===== src/rtl/mcr_regs.vh =====
// Constants for the metering command and configuration register block
`ifndef MCR_REGS_VH
`define MCR_REGS_VH

// ==========================================================================
// Command byte layout
`define MCR_CMD_WIDTH        8
`define MCR_CMD_ADDR_MSB     5
`define MCR_CMD_ADDR_LSB     0
`define MCR_CMD_DIR_BIT      7
`define MCR_CMD_LAST_BIT     5'h0007

// ==========================================================================
// Register addresses and widths
`define MCR_ADDR_WIDTH       6
`define MCR_ADDR_CONFIG      6'h09
`define MCR_CONFIG_WIDTH     5'h0010
`define MCR_OTHER_WIDTH      5'h0008
`define MCR_SHIFT_WIDTH      16

// ==========================================================================
// Configuration register fields
`define MCR_CONFIG_RESET     16'h000c
`define MCR_CONFIG_IMPL_MASK 16'h1fff
`define MCR_BIT_HPF_BYPASS   0
`define MCR_BIT_LPF_BYPASS   1
`define MCR_BIT_PULSE_OFF    2
`define MCR_BIT_DIP_OFF      3
`define MCR_BIT_POWERDOWN    4
`define MCR_BIT_THERMAL_GO   5
`define MCR_BIT_SOFT_RESET   6
`define MCR_BIT_LINECYCLE    7
`define MCR_BIT_CUR_SHORT    8
`define MCR_BIT_VOLT_SHORT   9
`define MCR_BIT_SWAP         10
`define MCR_RATE_LSB         11
`define MCR_RATE_MSB         12

// ==========================================================================
// Waveform rate divider masks, codes 00..11
`define MCR_RATE_MASK_128    10'h007f
`define MCR_RATE_MASK_256    10'h00ff
`define MCR_RATE_MASK_512    10'h01ff
`define MCR_RATE_MASK_1024   10'h03ff
`define MCR_RATE_CNT_WIDTH   10

// ==========================================================================
// Timing
`define MCR_CLK_PERIOD_PS    8000
`define MCR_SOFT_RESET_US    18
// Quiet time rounded up to whole cycles, sized to the hold counter
`define MCR_SOFT_RESET_CYC   12'h08ca
`define MCR_HOLD_CNT_WIDTH   12

`endif


===== src/rtl/mcr_serial_pins.v =====
// Pin synchroniser and clock edge detector for the serial port
`timescale 1ns/1ps
`default_nettype none

module mcr_serial_pins (
  // Clock and reset
  input  wire clk_sys,
  input  wire rst,
  // Raw pins
  input  wire serialClkPin,
  input  wire selectPinN,
  input  wire dataInPin,
  // Synchronised view
  output reg  clkRise,
  output reg  clkFall,
  output wire selected,
  output wire dataBit
);

  // ==========================================================================
  // Two-stage synchronisers, first stage read only by the second
  reg [2:0] meta_q;
  reg [2:0] sync_q;
  reg       clkLast_q;

  always @(posedge clk_sys) begin
    if (rst) begin
      meta_q    <= 3'h7;
      sync_q    <= 3'h7;
      clkLast_q <= 1'b1;
      clkRise   <= 1'b0;
      clkFall   <= 1'b0;
    end else begin
      meta_q    <= {serialClkPin, selectPinN, dataInPin};
      sync_q    <= meta_q;
      clkLast_q <= sync_q[2];
      // Edges count only while selected so idle clock noise is ignored
      clkRise   <= sync_q[2] & ~clkLast_q & ~sync_q[1];
      clkFall   <= ~sync_q[2] & clkLast_q & ~sync_q[1];
    end
  end

  // ==========================================================================
  // Data delayed one cycle to line up with the registered edge strobes
  reg dataDly_q;
  reg selDly_q;

  always @(posedge clk_sys) begin
    if (rst) begin
      dataDly_q <= 1'b0;
      selDly_q  <= 1'b0;
    end else begin
      dataDly_q <= sync_q[0];
      selDly_q  <= ~sync_q[1];
    end
  end

  assign dataBit  = dataDly_q;
  assign selected = selDly_q;

endmodule

`default_nettype wire


===== src/rtl/mcr_rate_divider.v =====
// Waveform sample strobe generator with selectable division
`timescale 1ns/1ps
`default_nettype none
`include "mcr_regs.vh"

module mcr_rate_divider (
  // Clock and reset
  input  wire       clk_sys,
  input  wire       rst,
  // Rate code
  input  wire [1:0] rateCode,
  // Strobe out
  output reg        sampleStrobe
);

  reg [`MCR_RATE_CNT_WIDTH-1:0] count_q;
  reg [`MCR_RATE_CNT_WIDTH-1:0] mask;

  always @* begin
    case (rateCode)
      2'h0:    mask = `MCR_RATE_MASK_128;
      2'h1:    mask = `MCR_RATE_MASK_256;
      2'h2:    mask = `MCR_RATE_MASK_512;
      default: mask = `MCR_RATE_MASK_1024;
    endcase
  end

  // ==========================================================================
  // Free counter; a rate change takes effect at the next mask match
  always @(posedge clk_sys) begin
    if (rst) begin
      count_q      <= {`MCR_RATE_CNT_WIDTH{1'b0}};
      sampleStrobe <= 1'b0;
    end else begin
      count_q      <= count_q + 1'b1;
      sampleStrobe <= ((count_q & mask) == mask);
    end
  end

endmodule

`default_nettype wire


===== src/rtl/mcr_comm_mode_regs.v =====
// Serial command front end and operating configuration register
//
// Notes on behaviour
// - Command byte first, then one data transfer
// - Command register eight bits, write only
// - Command bits 0-5 address the target
// - Command bit 7: one write, zero read
// - Config bit 0 bypasses current highpass
// - Config bit 1 bypasses post-multiplier lowpass
// - Config bit 2 stops pulse output, resets one
// - Config bit 3 disables dip detect, resets one
// - Config bit 4 powers down both converters
// - Config bit 5 starts thermal conversion, self-clears
// - Config bit 6 soft reset, 18 us quiet
// - Config bit 7 selects line-cycle accumulation
// - Config bits 8,9 short current, voltage inputs
// - Config bit 10 swaps channel routing
// - Config bits 12:11 pick waveform rate divider
`timescale 1ns/1ps
`default_nettype none
`include "mcr_regs.vh"

module mcr_comm_mode_regs (
  // Clock and reset
  input  wire        clk_sys,
  input  wire        rst,
  // Serial pins
  input  wire        serialClkPin,
  input  wire        selectPinN,
  input  wire        dataInPin,
  output reg         dataOutPin,
  output reg         dataOutEn,
  // Thermal conversion handshake
  input  wire        thermalDone,
  output reg         thermalStart,
  // Soft reset
  output reg         softResetPulse,
  output wire        softResetBusy,
  // Configuration outputs
  output wire        current_highpass_bypass,
  output wire        power_lowpass_bypass,
  output wire        pulse_output_off,
  output wire        dip_detect_off,
  output wire        converters_powerdown,
  output wire        thermal_conversion_go,
  output wire        linecycle_accumulate_mode,
  output wire        current_input_short,
  output wire        voltage_input_short,
  output wire        channel_swap,
  output wire [1:0]  waveform_rate_select,
  output wire        waveformSampleStrobe
);

  // ==========================================================================
  // Local decode helpers
  function [4:0] regWidth;
    input [`MCR_ADDR_WIDTH-1:0] addr;
    begin
      if (addr == `MCR_ADDR_CONFIG) begin
        regWidth = `MCR_CONFIG_WIDTH;
      end else begin
        regWidth = `MCR_OTHER_WIDTH;
      end
    end
  endfunction

  function isConfig;
    input [`MCR_ADDR_WIDTH-1:0] addr;
    begin
      isConfig = (addr == `MCR_ADDR_CONFIG);
    end
  endfunction

  localparam ST_COMMAND = 1'b0;
  localparam ST_DATA    = 1'b1;

  // ==========================================================================
  // Pin front end
  wire clkRise;
  wire clkFall;
  wire selected;
  wire dataBit;

  mcr_serial_pins uPins (
    .clk_sys      (clk_sys),
    .rst          (rst),
    .serialClkPin (serialClkPin),
    .selectPinN   (selectPinN),
    .dataInPin    (dataInPin),
    .clkRise      (clkRise),
    .clkFall      (clkFall),
    .selected     (selected),
    .dataBit      (dataBit)
  );

  // ==========================================================================
  // Soft reset hold-off counter
  reg [`MCR_HOLD_CNT_WIDTH-1:0] hold_q;
  reg [`MCR_HOLD_CNT_WIDTH-1:0] hold_d;
  wire                          holdActive;

  assign holdActive    = (hold_q != {`MCR_HOLD_CNT_WIDTH{1'b0}});
  assign softResetBusy = holdActive;

  // ==========================================================================
  // Transfer state
  reg                         state_q;
  reg                         state_d;
  reg [4:0]                   bitCnt_q;
  reg [4:0]                   bitCnt_d;
  reg [`MCR_SHIFT_WIDTH-1:0]  shiftIn_q;
  reg [`MCR_SHIFT_WIDTH-1:0]  shiftIn_d;
  reg [`MCR_SHIFT_WIDTH-1:0]  shiftOut_q;
  reg [`MCR_SHIFT_WIDTH-1:0]  shiftOut_d;
  reg [`MCR_ADDR_WIDTH-1:0]   target_register_index_q;
  reg [`MCR_ADDR_WIDTH-1:0]   target_register_index_d;
  reg                         writeDir_q;
  reg                         writeDir_d;
  reg [4:0]                   width_q;
  reg [4:0]                   width_d;
  reg                         doutBit_d;
  reg                         doutEn_d;

  // ==========================================================================
  // Configuration register
  reg  [`MCR_SHIFT_WIDTH-1:0] config_q;
  reg  [`MCR_SHIFT_WIDTH-1:0] config_d;
  reg                         configWrite;
  reg                         thermalStart_d;
  reg                         softReset_d;
  wire [`MCR_SHIFT_WIDTH-1:0] newByte;
  wire [`MCR_SHIFT_WIDTH-1:0] readValue;
  wire [`MCR_SHIFT_WIDTH-1:0] writeValue;

  assign newByte = {shiftIn_q[`MCR_SHIFT_WIDTH-2:0], dataBit};

  // Bit 6 always reads back its reset value, it only fires a pulse
  assign readValue = config_q & `MCR_CONFIG_IMPL_MASK;

  // Undocumented positions keep their reset value on write
  assign writeValue = (newByte & `MCR_CONFIG_IMPL_MASK)
                    | (`MCR_CONFIG_RESET & ~`MCR_CONFIG_IMPL_MASK);

  // ==========================================================================
  // Command and data sequencer
  always @* begin
    state_d                 = state_q;
    bitCnt_d                = bitCnt_q;
    shiftIn_d               = shiftIn_q;
    shiftOut_d              = shiftOut_q;
    target_register_index_d = target_register_index_q;
    writeDir_d              = writeDir_q;
    width_d                 = width_q;
    doutBit_d               = dataOutPin;
    doutEn_d                = dataOutEn;
    configWrite             = 1'b0;
    if (!selected || holdActive) begin
      // Deselect or soft reset quiet time abandons any half transfer
      state_d  = ST_COMMAND;
      bitCnt_d = 5'h00;
      doutEn_d = 1'b0;
    end else begin
      case (state_q)
        ST_COMMAND: begin
          if (clkRise) begin
            shiftIn_d = newByte;
            bitCnt_d  = bitCnt_q + 5'h01;
            if (bitCnt_q == `MCR_CMD_LAST_BIT) begin
              // Command byte never reads back, it only steers the next phase
              target_register_index_d = newByte[`MCR_CMD_ADDR_MSB:`MCR_CMD_ADDR_LSB];
              writeDir_d              = newByte[`MCR_CMD_DIR_BIT];
              width_d                 = regWidth(newByte[`MCR_CMD_ADDR_MSB:`MCR_CMD_ADDR_LSB]);
              bitCnt_d                = 5'h00;
              state_d                 = ST_DATA;
              if (!newByte[`MCR_CMD_DIR_BIT]) begin
                // Reads left-aligned so the first bit is the register MSB
                if (isConfig(newByte[`MCR_CMD_ADDR_MSB:`MCR_CMD_ADDR_LSB])) begin
                  shiftOut_d = readValue;
                end else begin
                  shiftOut_d = {`MCR_SHIFT_WIDTH{1'b0}};
                end
                doutEn_d = 1'b1;
              end
            end
          end
        end
        ST_DATA: begin
          if (clkFall && !writeDir_q) begin
            doutBit_d  = shiftOut_q[`MCR_SHIFT_WIDTH-1];
            shiftOut_d = {shiftOut_q[`MCR_SHIFT_WIDTH-2:0], 1'b0};
          end
          if (clkRise) begin
            shiftIn_d = newByte;
            bitCnt_d  = bitCnt_q + 5'h01;
            if (bitCnt_q == width_q - 5'h01) begin
              // Exactly one register width, then back to command wait
              state_d  = ST_COMMAND;
              bitCnt_d = 5'h00;
              doutEn_d = 1'b0;
              if (writeDir_q && isConfig(target_register_index_q)) begin
                configWrite = 1'b1;
              end
            end
          end
        end
        default: begin
          state_d  = ST_COMMAND;
          bitCnt_d = 5'h00;
          doutEn_d = 1'b0;
        end
      endcase
    end
  end

  // ==========================================================================
  // Configuration update, thermal self-clear and soft reset
  always @* begin
    config_d       = config_q;
    thermalStart_d = 1'b0;
    softReset_d    = 1'b0;
    hold_d         = holdActive ? hold_q - 1'b1 : hold_q;
    if (thermalDone) begin
      config_d[`MCR_BIT_THERMAL_GO] = 1'b0;
    end
    if (configWrite) begin
      if (writeValue[`MCR_BIT_SOFT_RESET]) begin
        // Whole register returns to defaults; host must stay quiet
        config_d    = `MCR_CONFIG_RESET;
        softReset_d = 1'b1;
        hold_d      = `MCR_SOFT_RESET_CYC;
      end else begin
        config_d = writeValue;
        // A fresh start wins over a completion in the same cycle
        thermalStart_d = writeValue[`MCR_BIT_THERMAL_GO];
        if (thermalDone && !writeValue[`MCR_BIT_THERMAL_GO]) begin
          config_d[`MCR_BIT_THERMAL_GO] = 1'b0;
        end
      end
    end
  end

  // ==========================================================================
  // Registers
  always @(posedge clk_sys) begin
    if (rst) begin
      state_q                 <= ST_COMMAND;
      bitCnt_q                <= 5'h00;
      shiftIn_q               <= 16'h0000;
      shiftOut_q              <= 16'h0000;
      target_register_index_q <= 6'h00;
      writeDir_q              <= 1'b0;
      width_q                 <= `MCR_OTHER_WIDTH;
      dataOutPin              <= 1'b0;
      dataOutEn               <= 1'b0;
      config_q                <= `MCR_CONFIG_RESET;
      thermalStart            <= 1'b0;
      softResetPulse          <= 1'b0;
      hold_q                  <= {`MCR_HOLD_CNT_WIDTH{1'b0}};
    end else begin
      state_q                 <= state_d;
      bitCnt_q                <= bitCnt_d;
      shiftIn_q               <= shiftIn_d;
      shiftOut_q              <= shiftOut_d;
      target_register_index_q <= target_register_index_d;
      writeDir_q              <= writeDir_d;
      width_q                 <= width_d;
      dataOutPin              <= doutBit_d;
      dataOutEn               <= doutEn_d;
      config_q                <= config_d;
      thermalStart            <= thermalStart_d;
      softResetPulse          <= softReset_d;
      hold_q                  <= hold_d;
    end
  end

  // ==========================================================================
  // Configuration fields out
  assign current_highpass_bypass   = config_q[`MCR_BIT_HPF_BYPASS];
  assign power_lowpass_bypass      = config_q[`MCR_BIT_LPF_BYPASS];
  assign pulse_output_off          = config_q[`MCR_BIT_PULSE_OFF];
  assign dip_detect_off            = config_q[`MCR_BIT_DIP_OFF];
  assign converters_powerdown      = config_q[`MCR_BIT_POWERDOWN];
  assign thermal_conversion_go     = config_q[`MCR_BIT_THERMAL_GO];
  assign linecycle_accumulate_mode = config_q[`MCR_BIT_LINECYCLE];
  assign current_input_short       = config_q[`MCR_BIT_CUR_SHORT];
  assign voltage_input_short       = config_q[`MCR_BIT_VOLT_SHORT];
  assign channel_swap              = config_q[`MCR_BIT_SWAP];
  assign waveform_rate_select      = config_q[`MCR_RATE_MSB:`MCR_RATE_LSB];

  // ==========================================================================
  // Waveform sample strobe
  mcr_rate_divider uRate (
    .clk_sys      (clk_sys),
    .rst          (rst),
    .rateCode     (config_q[`MCR_RATE_MSB:`MCR_RATE_LSB]),
    .sampleStrobe (waveformSampleStrobe)
  );

endmodule

`default_nettype wire


===== config.mk =====
export PLATFORM = sky130hd
export DESIGN_NAME = mcr_comm_mode_regs
export DESIGN_NICKNAME = d
export VERILOG_FILES = /design/src/rtl/mcr_serial_pins.v /design/src/rtl/mcr_rate_divider.v /design/src/rtl/mcr_comm_mode_regs.v
export VERILOG_INCLUDE_DIRS = /design/src /design/src/rtl
export SDC_FILE = /design/constraint.sdc
export NUM_CORES = 1
export LEC_CHECK = 0
export BUFFER_PORTS_ARGS = -buffer_cell sky130_fd_sc_hd__buf_4
export CAP_MARGIN = 10
export CORE_UTILIZATION = 55
export CTS_CLUSTER_DIAMETER = 30
export DETAILED_ROUTE_END_ITERATION = 7
export GPL_TIMING_DRIVEN = 0
export PLACE_DENSITY = 0.73
export SYNTH_ARGS = -nofsm -noshare
export SYNTH_HDL_FRONTEND = slang
export SYNTH_SLANG_ARGS = --single-unit

===== constraint.sdc =====
create_clock -name clk_sys -period 3.9 [get_ports clk_sys]
set_input_delay 0.78 -clock clk_sys [delete_from_list [all_inputs] [get_ports clk_sys]]
set_output_delay 0.78 -clock clk_sys [all_outputs]
set_load 0.03 [all_outputs]

==> results of run 1 <==
placed cells by master (no fill, tap or decap), types with 6 or more instances in the layout:
cell,instances
dfxtp_1,93
o21ai_0,24
buf_4,23
nand4_1,17
clkbuf_8,9
nor2_1,33
xnor2_1,6
o41ai_1,13
a41o_1,6
o21ai_1,8
or2_2,9
mux2i_1,20
or4_1,8
clkbuf_1,32
nor3_1,13
inv_1,22
nand3_1,24
a311oi_1,6
a21oi_1,38
nand2_1,27
or3_1,7
layer usage:
metal	GRT usage, %	up-vias	routed length (um)
met5	0	-	0
met4	12.0	0	197
met3	3.73	18	375
met2	46.5	115	4910
met1	35.8	1804	4980
li1	-	1825	-
where the power goes:
group / total, mW / internal, mW / leakage [nW] / switching [mW]
Clock: 0.654 / 0.301 / 0.0895 / 0.353
Sequential: 1.06 / 1.01 / 0.754 / 0.0581
Combinational: 0.477 / 0.198 / 0.856 / 0.280
Total: 2.20 / 1.51 / 1.70 / 0.691
state kept, by name, summed over array words and instances, names as in the netlist, 2 cells and up:
signal and cells:
hold_q 12, uPins.sync_q 3, config_q 12, uPins.meta_q 3, shiftOut_q 16, uRate.count_q 10
width_q 2, bitCnt_q 5, target_register_index_q 6, shiftIn_q 12
final timing paths:
| kind | end | slack [ns] | depth (start not counted) |
|---|---|---|---|
| worst max-delay path | softResetBusy | 0.75 | 7 |
| worst max register to register | config_q[3] | 0.86 | 6 |
| worst min register to register | uPins.sync_q[1] | 0.42 | 1 |
| worst min-delay path | uPins.sync_q[1] | 0.42 | 1 |
cell type report:
| type | count | area, um2 | area share [%] |
|---|---|---|---|
| plain buffers | 38 | 154 | 3.32 |
| clock buffers | 10 | 128 | 2.75 |
| clock inverters | 6 | 70.1 | 1.51 |
| inverters | 23 | 86.3 | 1.86 |
| multi-input cells | 323 | 2040 | 43.9 |
| flip-flops and latches | 93 | 1860 | 40.1 |
| well taps | 99 | 124 | 2.67 |
| repair buffers | 24 | 178 | 3.83 |
through the flow:
stage	cells	hold WS, ns	worst slack, ns	cell area (um2)
after global routing	616	0.439	0.632	4640
final	616	0.417	0.747	4640
after global placement	599	0.394	1.01	4440
after detailed placement	600	0.398	0.977	4440
after floorplan	477	0.389	1.46	4140
after CTS	616	0.419	0.751	4640
cell families after synthesis:
family	count (synthesis)	synth area share (%)
AND/OR/NAND/NOR	172	22.8
flip-flops	93	45.0
XOR/XNOR	9	1.90
buffers and inverters	61	5.80
AO/OA/AOI/OAI	117	18.2
adder cells (fa/ha/maj)	3	0.907
multiplexers	22	5.38
worst register-to-register path: cells and delay by family (launching register included):
| family | cells | cell delay [ns] |
|---|---|---|
| buf+inv | 1 | 0.10 |
| flops | 1 | 0.34 |
| simple gates | 3 | 2.00 |
| mux | 1 | 0.31 |
| fa+ha+maj | 1 | 0.22 |
==> out/qor.yml, run 1 <==
clock_network:
  cts.repair.resized: 0
  cts_setup_buffers: 0
  max-clock-path-buffers: 2
  tritoncts: "built"
  cts_root_buf: "clkbuf_8"
  clock_sinks: 93
  path_clk_slew_ns: 0.09
  clock_latency_ns: 0.36
  ctsHoldBuffers: 0
  htreeDepth: 3
  cts_buffers: 9
critical_path:
  r2r-start: "hold_q[0]"
  end_kind: "output pin"
  crit_family: "simple AND/OR/NAND/NOR gates"
  cp.arrival_ns: 2.37
  cp_slowest_stage_delay_ns: 0.44
  startpoint_type: "register"
  setup.worst_path.start: "hold_q[0]"
  critPathKind: "register to output pin"
  required_ns: 3.12
  cp_cell_sequence: "inv_1 -> ha_1 -> or4b_1 -> buf_2 -> nor3_2 -> inv_2 -> buf_4"
  critPathMaxFanout: 9
  cp_slowest_cell: "or4b_1"
  cp_num_buf_inv: 4
routing:
  final_antenna_net_count: 0
  firstDrtPassIters: 5
  routedWlPerCell_um: 17.0
  vias: 3762
  drt_wl_total_mm: 10.5
  drc: 0
  routed_via_density: 6.11
  drt_iter0_drc: 329
timing:
  maxSlewViolCount: 0
  tightestPinTransition_ns: 0.994
  setup_viol_count_final: 0
  final.setup.tns_ns: 0
  post-route-min-period_ns: 3.15
  slew_headroom_pct: 32.9
  skew_ns: 0.00815
  rsz0062_at_grt: "no"
  hold_viol_final: 0
  max_freq_mhz: 317
  fin_crit_sh_pct: 80.8
final_layout:
  syn_to_final_growth_pct: 12.1
  nets: 521
  final_core_util_pct: 64.0
  nFillCells: 655
  antennaDiodeCount: 0
  drive_above_1_share_pct: 11.2
global_routing:
  grt_pass1_vias: 3426
  grt_pass1_wl_mm: 16.5
  grt-ovfl-total: 0
  grt_start_max_net_pins: 17
  grt.total_usage_pct: 27.8
  grt_antenna_before_repair: 0
die:
  die_h_um: 88.8
  start_util_pct: 57.1
  row_count: 31
  core_um2: 7250
  pin_count: 24
  die_width_um: 88.8
  fp.dieArea_um2: 7880
run:
  maxCapViolations: 0
placed_design:
  hpwl_mm: 7.39
  place.gp.congestion: 0.867
  portBuffers: 23
logic_synthesis:
  synthTopCellsByArea: "dfxtp_1 45%, mux2i_1 4.8%, a21oi_1 4.6%"
  synth_top_area_share_pct: 45.0
  syn-cell-area_um2: 4140
  syn_nets: 486
  synth_warnings: 0
  avgSynthCellArea_um2: 8.68
  yosys.area.top_type: "dfxtp_1"
  syn_inst: 477
  ys_top_cells_by_count: "93 x dfxtp_1, 38 x a21oi_1, 33 x nor2_1"
  ys.flop_type: "dfxtp_1"
  yosysMostFrequentCell: "dfxtp_1"
  synth_edf_count: 0
  synth-seq-area-share_pct: 45.0
  yosysUniqueCellTypes: 53
  ys_ff_latch: 93
  synthArstFlopShare_pct: 0
run_status:
  status: "finished clean"
pwr:
  fin_total_pwr_mw: 2.20
  power.density_nw_per_um2: 473
  p_leak_nw: 1.70
  peakVddDrop_mv: 0.254
hold_path:
  hp-start: "uPins.meta_q[1]"
  min_path_type: "register to register"
No activity file was read; power rests on OpenSTA's default activity.
==> inputs of run 2 (changes only) <==
- clock period: 3.9 -> 3.21 ns (I/O delays scaled with it)
==> out/qor.yml, run 2 (synthesis results as in run 1) <==
hold_path:
  min_path_type: "register to register"  # unchanged
final_layout:
  final_common_cell: "dfxtp_1"  # unchanged
  nets: 521  # unchanged
  stdcell_count: 616  # unchanged
  syn_to_final_growth_pct: 12.2  # was 12.1%
  final_core_util_pct: 64.1  # was 64.0%
  finalInstanceArea_um2: 4650  # was 4640 um2
  layout_common_cells: "93 x dfxtp_1, 38 x a21oi_1, 33 x nor2_1"  # unchanged
  drive_above_1_share_pct: 11.2  # unchanged
  antennaDiodeCount: 0  # unchanged
  largest_reg_flops: 16  # unchanged
  top_register: "shiftOut_q"  # unchanged
routing:
  vias: 3739  # was 3762
  firstDrtPassIters: 5  # unchanged
  drc: 0  # unchanged
  routedWlPerCell_um: 17.0  # about the same
  routed_via_density: 6.07  # was 6.11
  drt_iter0_drc: 267  # was 329
  drt_wl_total_mm: 10.5  # about the same
  final_antenna_net_count: 0  # unchanged
global_routing:
  grt_start_max_net_pins: 17  # unchanged
  grt-ovfl-total: 0  # unchanged
  grt_pass1_wl_mm: 16.5  # unchanged
  grt_antenna_before_repair: 0  # unchanged
  grt.total_usage_pct: 27.8  # unchanged
  grt_pass1_vias: 3426  # unchanged
critical_path:
  startpoint_type: "register"  # unchanged
  cp.arrival_ns: 2.36  # was 2.37 ns
  crit_end: "softResetBusy"  # unchanged
  end_kind: "output pin"  # unchanged
  r2r_slack_ns: 0.32  # was 0.86 ns
  critPathKind: "register to output pin"  # unchanged
  rr_endpoint: "config_q[3]"  # unchanged
  setup.worst_path.start: "hold_q[0]"  # unchanged
  reg2reg_depth: 6  # unchanged
  r2r-start: "hold_q[0]"  # unchanged
  critPathMaxFanout: 9  # unchanged
  required_ns: 2.57  # was 3.12 ns
placed_design:
  placed_cell_area_um2: 4440  # unchanged
  place_ws_ns: 0.287  # was 0.977 ns
  hpwl_mm: 7.39  # unchanged
  place_inst: 600  # unchanged
  portBuffers: 23  # unchanged
  place.gp.congestion: 0.867  # unchanged
die:
  row_count: 31  # unchanged
  die_width_um: 88.8  # unchanged
  start_util_pct: 57.1  # unchanged
  core_um2: 7250  # unchanged
  pin_count: 24  # unchanged
  fp.dieArea_um2: 7880  # unchanged
  die_h_um: 88.8  # unchanged
clock_network:
  cts_setup_buffers: 0  # unchanged
  cts_buffers: 9  # unchanged
  path_clk_slew_ns: 0.09  # about the same
  htreeDepth: 3  # unchanged
  max-clock-path-buffers: 2  # unchanged
  clock_latency_ns: 0.36  # about the same
  cts_root_buf: "clkbuf_8"  # unchanged
  tritoncts: "built"  # unchanged
  clock_sinks: 93  # unchanged
pwr:
  peakVddDrop_mv: 0.308  # was 0.254 mV
  fin_total_pwr_mw: 2.67  # was 2.20 mW
  p_clk_share_pct: 29.8  # about the same
  power.density_nw_per_um2: 575  # was 473 nW/um2
  p_sw_share_pct: 31.5  # about the same
  p_leak_nw: 1.72  # was 1.70 nW
  p_int_mw: 1.83  # was 1.51 mW
  seqPwrFrac_pct: 48.4  # was 48.5%
  p_sw_mw: 0.841  # was 0.691 mW
  p_comb_share_pct: 21.8  # was 21.7%
timing:
  final.setup.tns_ns: 0  # unchanged
  post-route-min-period_ns: 3.00
  maxSlewViolCount: 0  # unchanged
  skew_ns: 0.00818  # was 0.00815 ns
  rsz0062_at_grt: "no"  # unchanged
  hold_viol_final: 0  # unchanged
  setup_viol_count_final: 0  # unchanged
  fin_crit_sh_pct: 93.5
  fin_hold_ws_ns: 0.418  # was 0.417 ns
  max_freq_mhz: 333
  slew_headroom_pct: 34.0  # was 32.9%
  tightestPinTransition_ns: 0.977  # was 0.994 ns
  final.setup.worst_slack_ns: 0.210  # was 0.747 ns
run_status:
  status: "finished clean"  # unchanged
run:
  maxCapViolations: 0  # unchanged
==> run 2: cell type report <==
class                   count  area (um2)
plain buffers              38         154
well taps                  99         124
clock inverters             6        70.1
multi-input cells         323        2040
repair buffers             24         178
clock buffers              10         128
inverters                  23        86.3
fillers                   655        2610
flip-flops and latches     93        1860
==> run 2: critical path: stages, from the launching register on <==
cell	delay, ns
dfxtp_1	0.34
inv_1	0.10
ha_1	0.22
or4b_1	0.44
buf_2	0.18
nor3_2	0.35
inv_2	0.16
buf_4	0.20
==> run 2: power groups by stage <==
stage | Clock, mW | Combinational (mW) | Sequential, mW
after floorplan | 0 | 0.462 | 1.30
after global placement | 0 | 0.565 | 1.31
after detailed placement | 0 | 0.573 | 1.32
after CTS | 0.808 | 0.576 | 1.29
after global routing | 0.861 | 0.650 | 1.31
final | 0.797 | 0.581 | 1.29
==> run 2: worst min path at each step <==
stage / cells after the start / slack [ns] / to / from
global route: 1 / 0.44 / uPins.sync_q[1] / uPins.meta_q[1]
floorplan: 1 / 0.39 / uPins.sync_q[0] / uPins.meta_q[0]
CTS: 1 / 0.42 / uPins.clkRise / uPins.clkLast_q
detailed placement: 1 / 0.40 / uPins.sync_q[1] / uPins.meta_q[1]
finish: 1 / 0.42 / uPins.sync_q[1] / uPins.meta_q[1]
global placement: 1 / 0.39 / uPins.clkRise / uPins.clkLast_q
==> run 2: routing by layer <==
layer | up-vias | global-route usage (%) | wire length (um) | share of wire [%]
met1 | 1790 | 35.8 | 4860 | 46
met5 | - | 0 | 0 | 0
met3 | 17 | 3.73 | 501 | 4.8
met4 | 0 | 12.0 | 178 | 1.7
li1 | 1825 | - | - | -
met2 | 107 | 46.5 | 4930 | 47
==> run 2: repair_timing <==
action / 4_1_cts / 5_1_grt
endpoints found under the setup margin: 0 / 1
hold buffers: 0 / 0
resized for setup: 0 / 1
==> inputs of run 3 (changes only) <==
- RECOVER_POWER: unset -> 100
==> out/qor.yml, run 3 (synthesis results as in run 1) <==
final_layout:
  final_common_cell: "dfxtp_1"  # unchanged
  largest_reg_flops: 16  # unchanged
  area.sequential_um2: 1860  # unchanged
  finalInstanceArea_um2: 4570  # was 4650 um2
  multi_input_area_um2: 2040  # unchanged
  antennaDiodeCount: 0  # unchanged
  top_register: "shiftOut_q"  # unchanged
  drive_above_1_share_pct: 7.54  # was 11.2%
  final_core_util_pct: 63.1  # was 64.1%
  nets: 521  # unchanged
  nFillCells: 670  # was 655
  layout_common_cells: "93 x dfxtp_1, 54 x clkbuf_1, 38 x a21oi_1"  # was 93 x dfxtp_1, 38 x a21oi_1, 33 x nor2_1
  syn_to_final_growth_pct: 10.5  # was 12.2%
timing:
  final.setup.worst_slack_ns: 0.194  # was 0.210 ns
  setup_viol_count_final: 0  # unchanged
  fin_crit_sh_pct: 93.9  # was 93.5%
  max_freq_mhz: 332  # was 333 MHz
  slew_headroom_pct: 32.7  # was 34.0%
  final.setup.tns_ns: 0  # unchanged
  maxSlewViolCount: 0  # unchanged
  post-route-min-period_ns: 3.02  # was 3.00 ns
  rsz0062_at_grt: "no"  # unchanged
  hold_viol_final: 0  # unchanged
  skew_ns: 0.00741  # was 0.00818 ns
  tightestPinTransition_ns: 0.996  # was 0.977 ns
clock_network:
  path_clk_slew_ns: 0.09  # about the same
  htreeDepth: 3  # unchanged
  clock_sinks: 93  # unchanged
  cts_buffers: 9  # unchanged
  max-clock-path-buffers: 2  # unchanged
  cts_setup_buffers: 0  # unchanged
  clock_latency_ns: 0.36  # about the same
  tritoncts: "built"  # unchanged
  cts_root_buf: "clkbuf_8"  # unchanged
pwr:
  fin_total_pwr_mw: 2.66  # was 2.67 mW
  power.density_nw_per_um2: 582  # was 575 nW/um2
  p_sw_mw: 0.839  # was 0.841 mW
  p_sw_share_pct: 31.5  # about the same
  p_comb_share_pct: 21.7  # was 21.8%
  p_leak_nw: 1.64  # was 1.72 nW
  peakVddDrop_mv: 0.306  # was 0.308 mV
  seqPwrFrac_pct: 48.6  # was 48.4%
  p_int_mw: 1.82  # was 1.83 mW
  p_clk_share_pct: 29.7  # was 29.8%
run:
  maxCapViolations: 0  # unchanged
die:
  fp.dieArea_um2: 7880  # unchanged
  die_h_um: 88.8  # unchanged
  pin_count: 24  # unchanged
  core_um2: 7250  # unchanged
  row_count: 31  # unchanged
  die_width_um: 88.8  # unchanged
  start_util_pct: 57.1  # unchanged
routing:
  drt_wl_total_mm: 10.5  # about the same
  final_antenna_net_count: 0  # unchanged
  routedWlPerCell_um: 17.0  # about the same
  drc: 0  # unchanged
  routed_via_density: 6.14  # was 6.07
  firstDrtPassIters: 4  # was 5
  drt_iter0_drc: 284  # was 267
  vias: 3782  # was 3739
run_status:
  status: "finished clean"  # unchanged
critical_path:
  reg2reg_depth: 6  # unchanged
  required_ns: 2.57  # about the same
  cp.arrival_ns: 2.37  # was 2.36 ns
  critPathKind: "register to output pin"  # unchanged
  startpoint_type: "register"  # unchanged
  end_kind: "output pin"  # unchanged
  critPathMaxFanout: 9  # unchanged
placed_design:
  place_ws_ns: 0.287  # unchanged
  hpwl_mm: 7.39  # unchanged
  place.gp.congestion: 0.867  # unchanged
  portBuffers: 23  # unchanged
  placed_cell_area_um2: 4440  # unchanged
global_routing:
  grt_pass1_vias: 3426  # unchanged
  grt-ovfl-total: 0  # unchanged
  grt.total_usage_pct: 27.8  # unchanged
  grt_antenna_before_repair: 0  # unchanged
  grt_pass1_wl_mm: 16.5  # unchanged
  grt_start_max_net_pins: 17  # unchanged
hold_path:
  hold_path_depth: 1  # unchanged
  min_path_type: "register to register"  # unchanged
[run 3: repair_timing]
item | CTS | global route
hold buffers | 0 | 0
gates resized for setup | 0 | 1
endpoints found under the setup margin | 0 | 1
[run 3: routing by layer]
| layer | track usage, % | routed length (um) | vias to the layer above |
|---|---|---|---|
| met2 | 46.5 | 4910 | 117 |
| li1 | - | - | 1825 |
| met1 | 35.8 | 4910 | 1823 |
| met4 | 12.0 | 209 | 0 |
| met3 | 3.73 | 459 | 17 |
| met5 | 0 | 0 | - |
[run 3: through the flow]
step / hold slack [ns] / std cells
floorplan: 0.389 / 477
CTS: 0.419 / 616
finish: 0.417 / 616
global route: 0.439 / 616
global placement: 0.394 / 599
detailed placement: 0.398 / 600
[run 3: area by class of cell]
type                            count  share of cell area (%)
Multi-Input combinational cell    323                    44.7
Sequential cell                    93                    40.7
Buffer                             38                    3.34
Tap cell                           99                    2.71
Timing Repair Buffer               24                    2.35
Inverter                           23                    1.89
Clock buffer                       10                    2.79
Clock inverter                      6                    1.53
[run 3: power groups by stage]
stage / Sequential (mW) / Clock (mW) / Combinational, mW
2_1_floorplan: 1.30 / 0 / 0.462
3_3_place_gp: 1.31 / 0 / 0.565
3_5_place_dp: 1.32 / 0 / 0.573
4_1_cts: 1.29 / 0.808 / 0.576
5_1_grt: 1.31 / 0.861 / 0.644
6_report: 1.29 / 0.790 / 0.578
[run 3: critical path, cell delays in order (launching register included)]
cell and delay, ns:
dfxtp_1 0.34, inv_1 0.10, ha_1 0.22, or4b_1 0.44
buf_2 0.18, nor3_2 0.35, inv_2 0.17, clkbuf_2 0.22
[run 3: path summary, 6_finish.rpt]
path	slack, ns	to	from
worst max-delay path	0.19	softResetBusy	hold_q[0]
worst min-delay path	0.42	uPins.sync_q[1]	uPins.meta_q[1]
worst max register to register	0.33	config_q[3]	hold_q[0]
worst min register to register	0.42	uPins.sync_q[1]	uPins.meta_q[1]
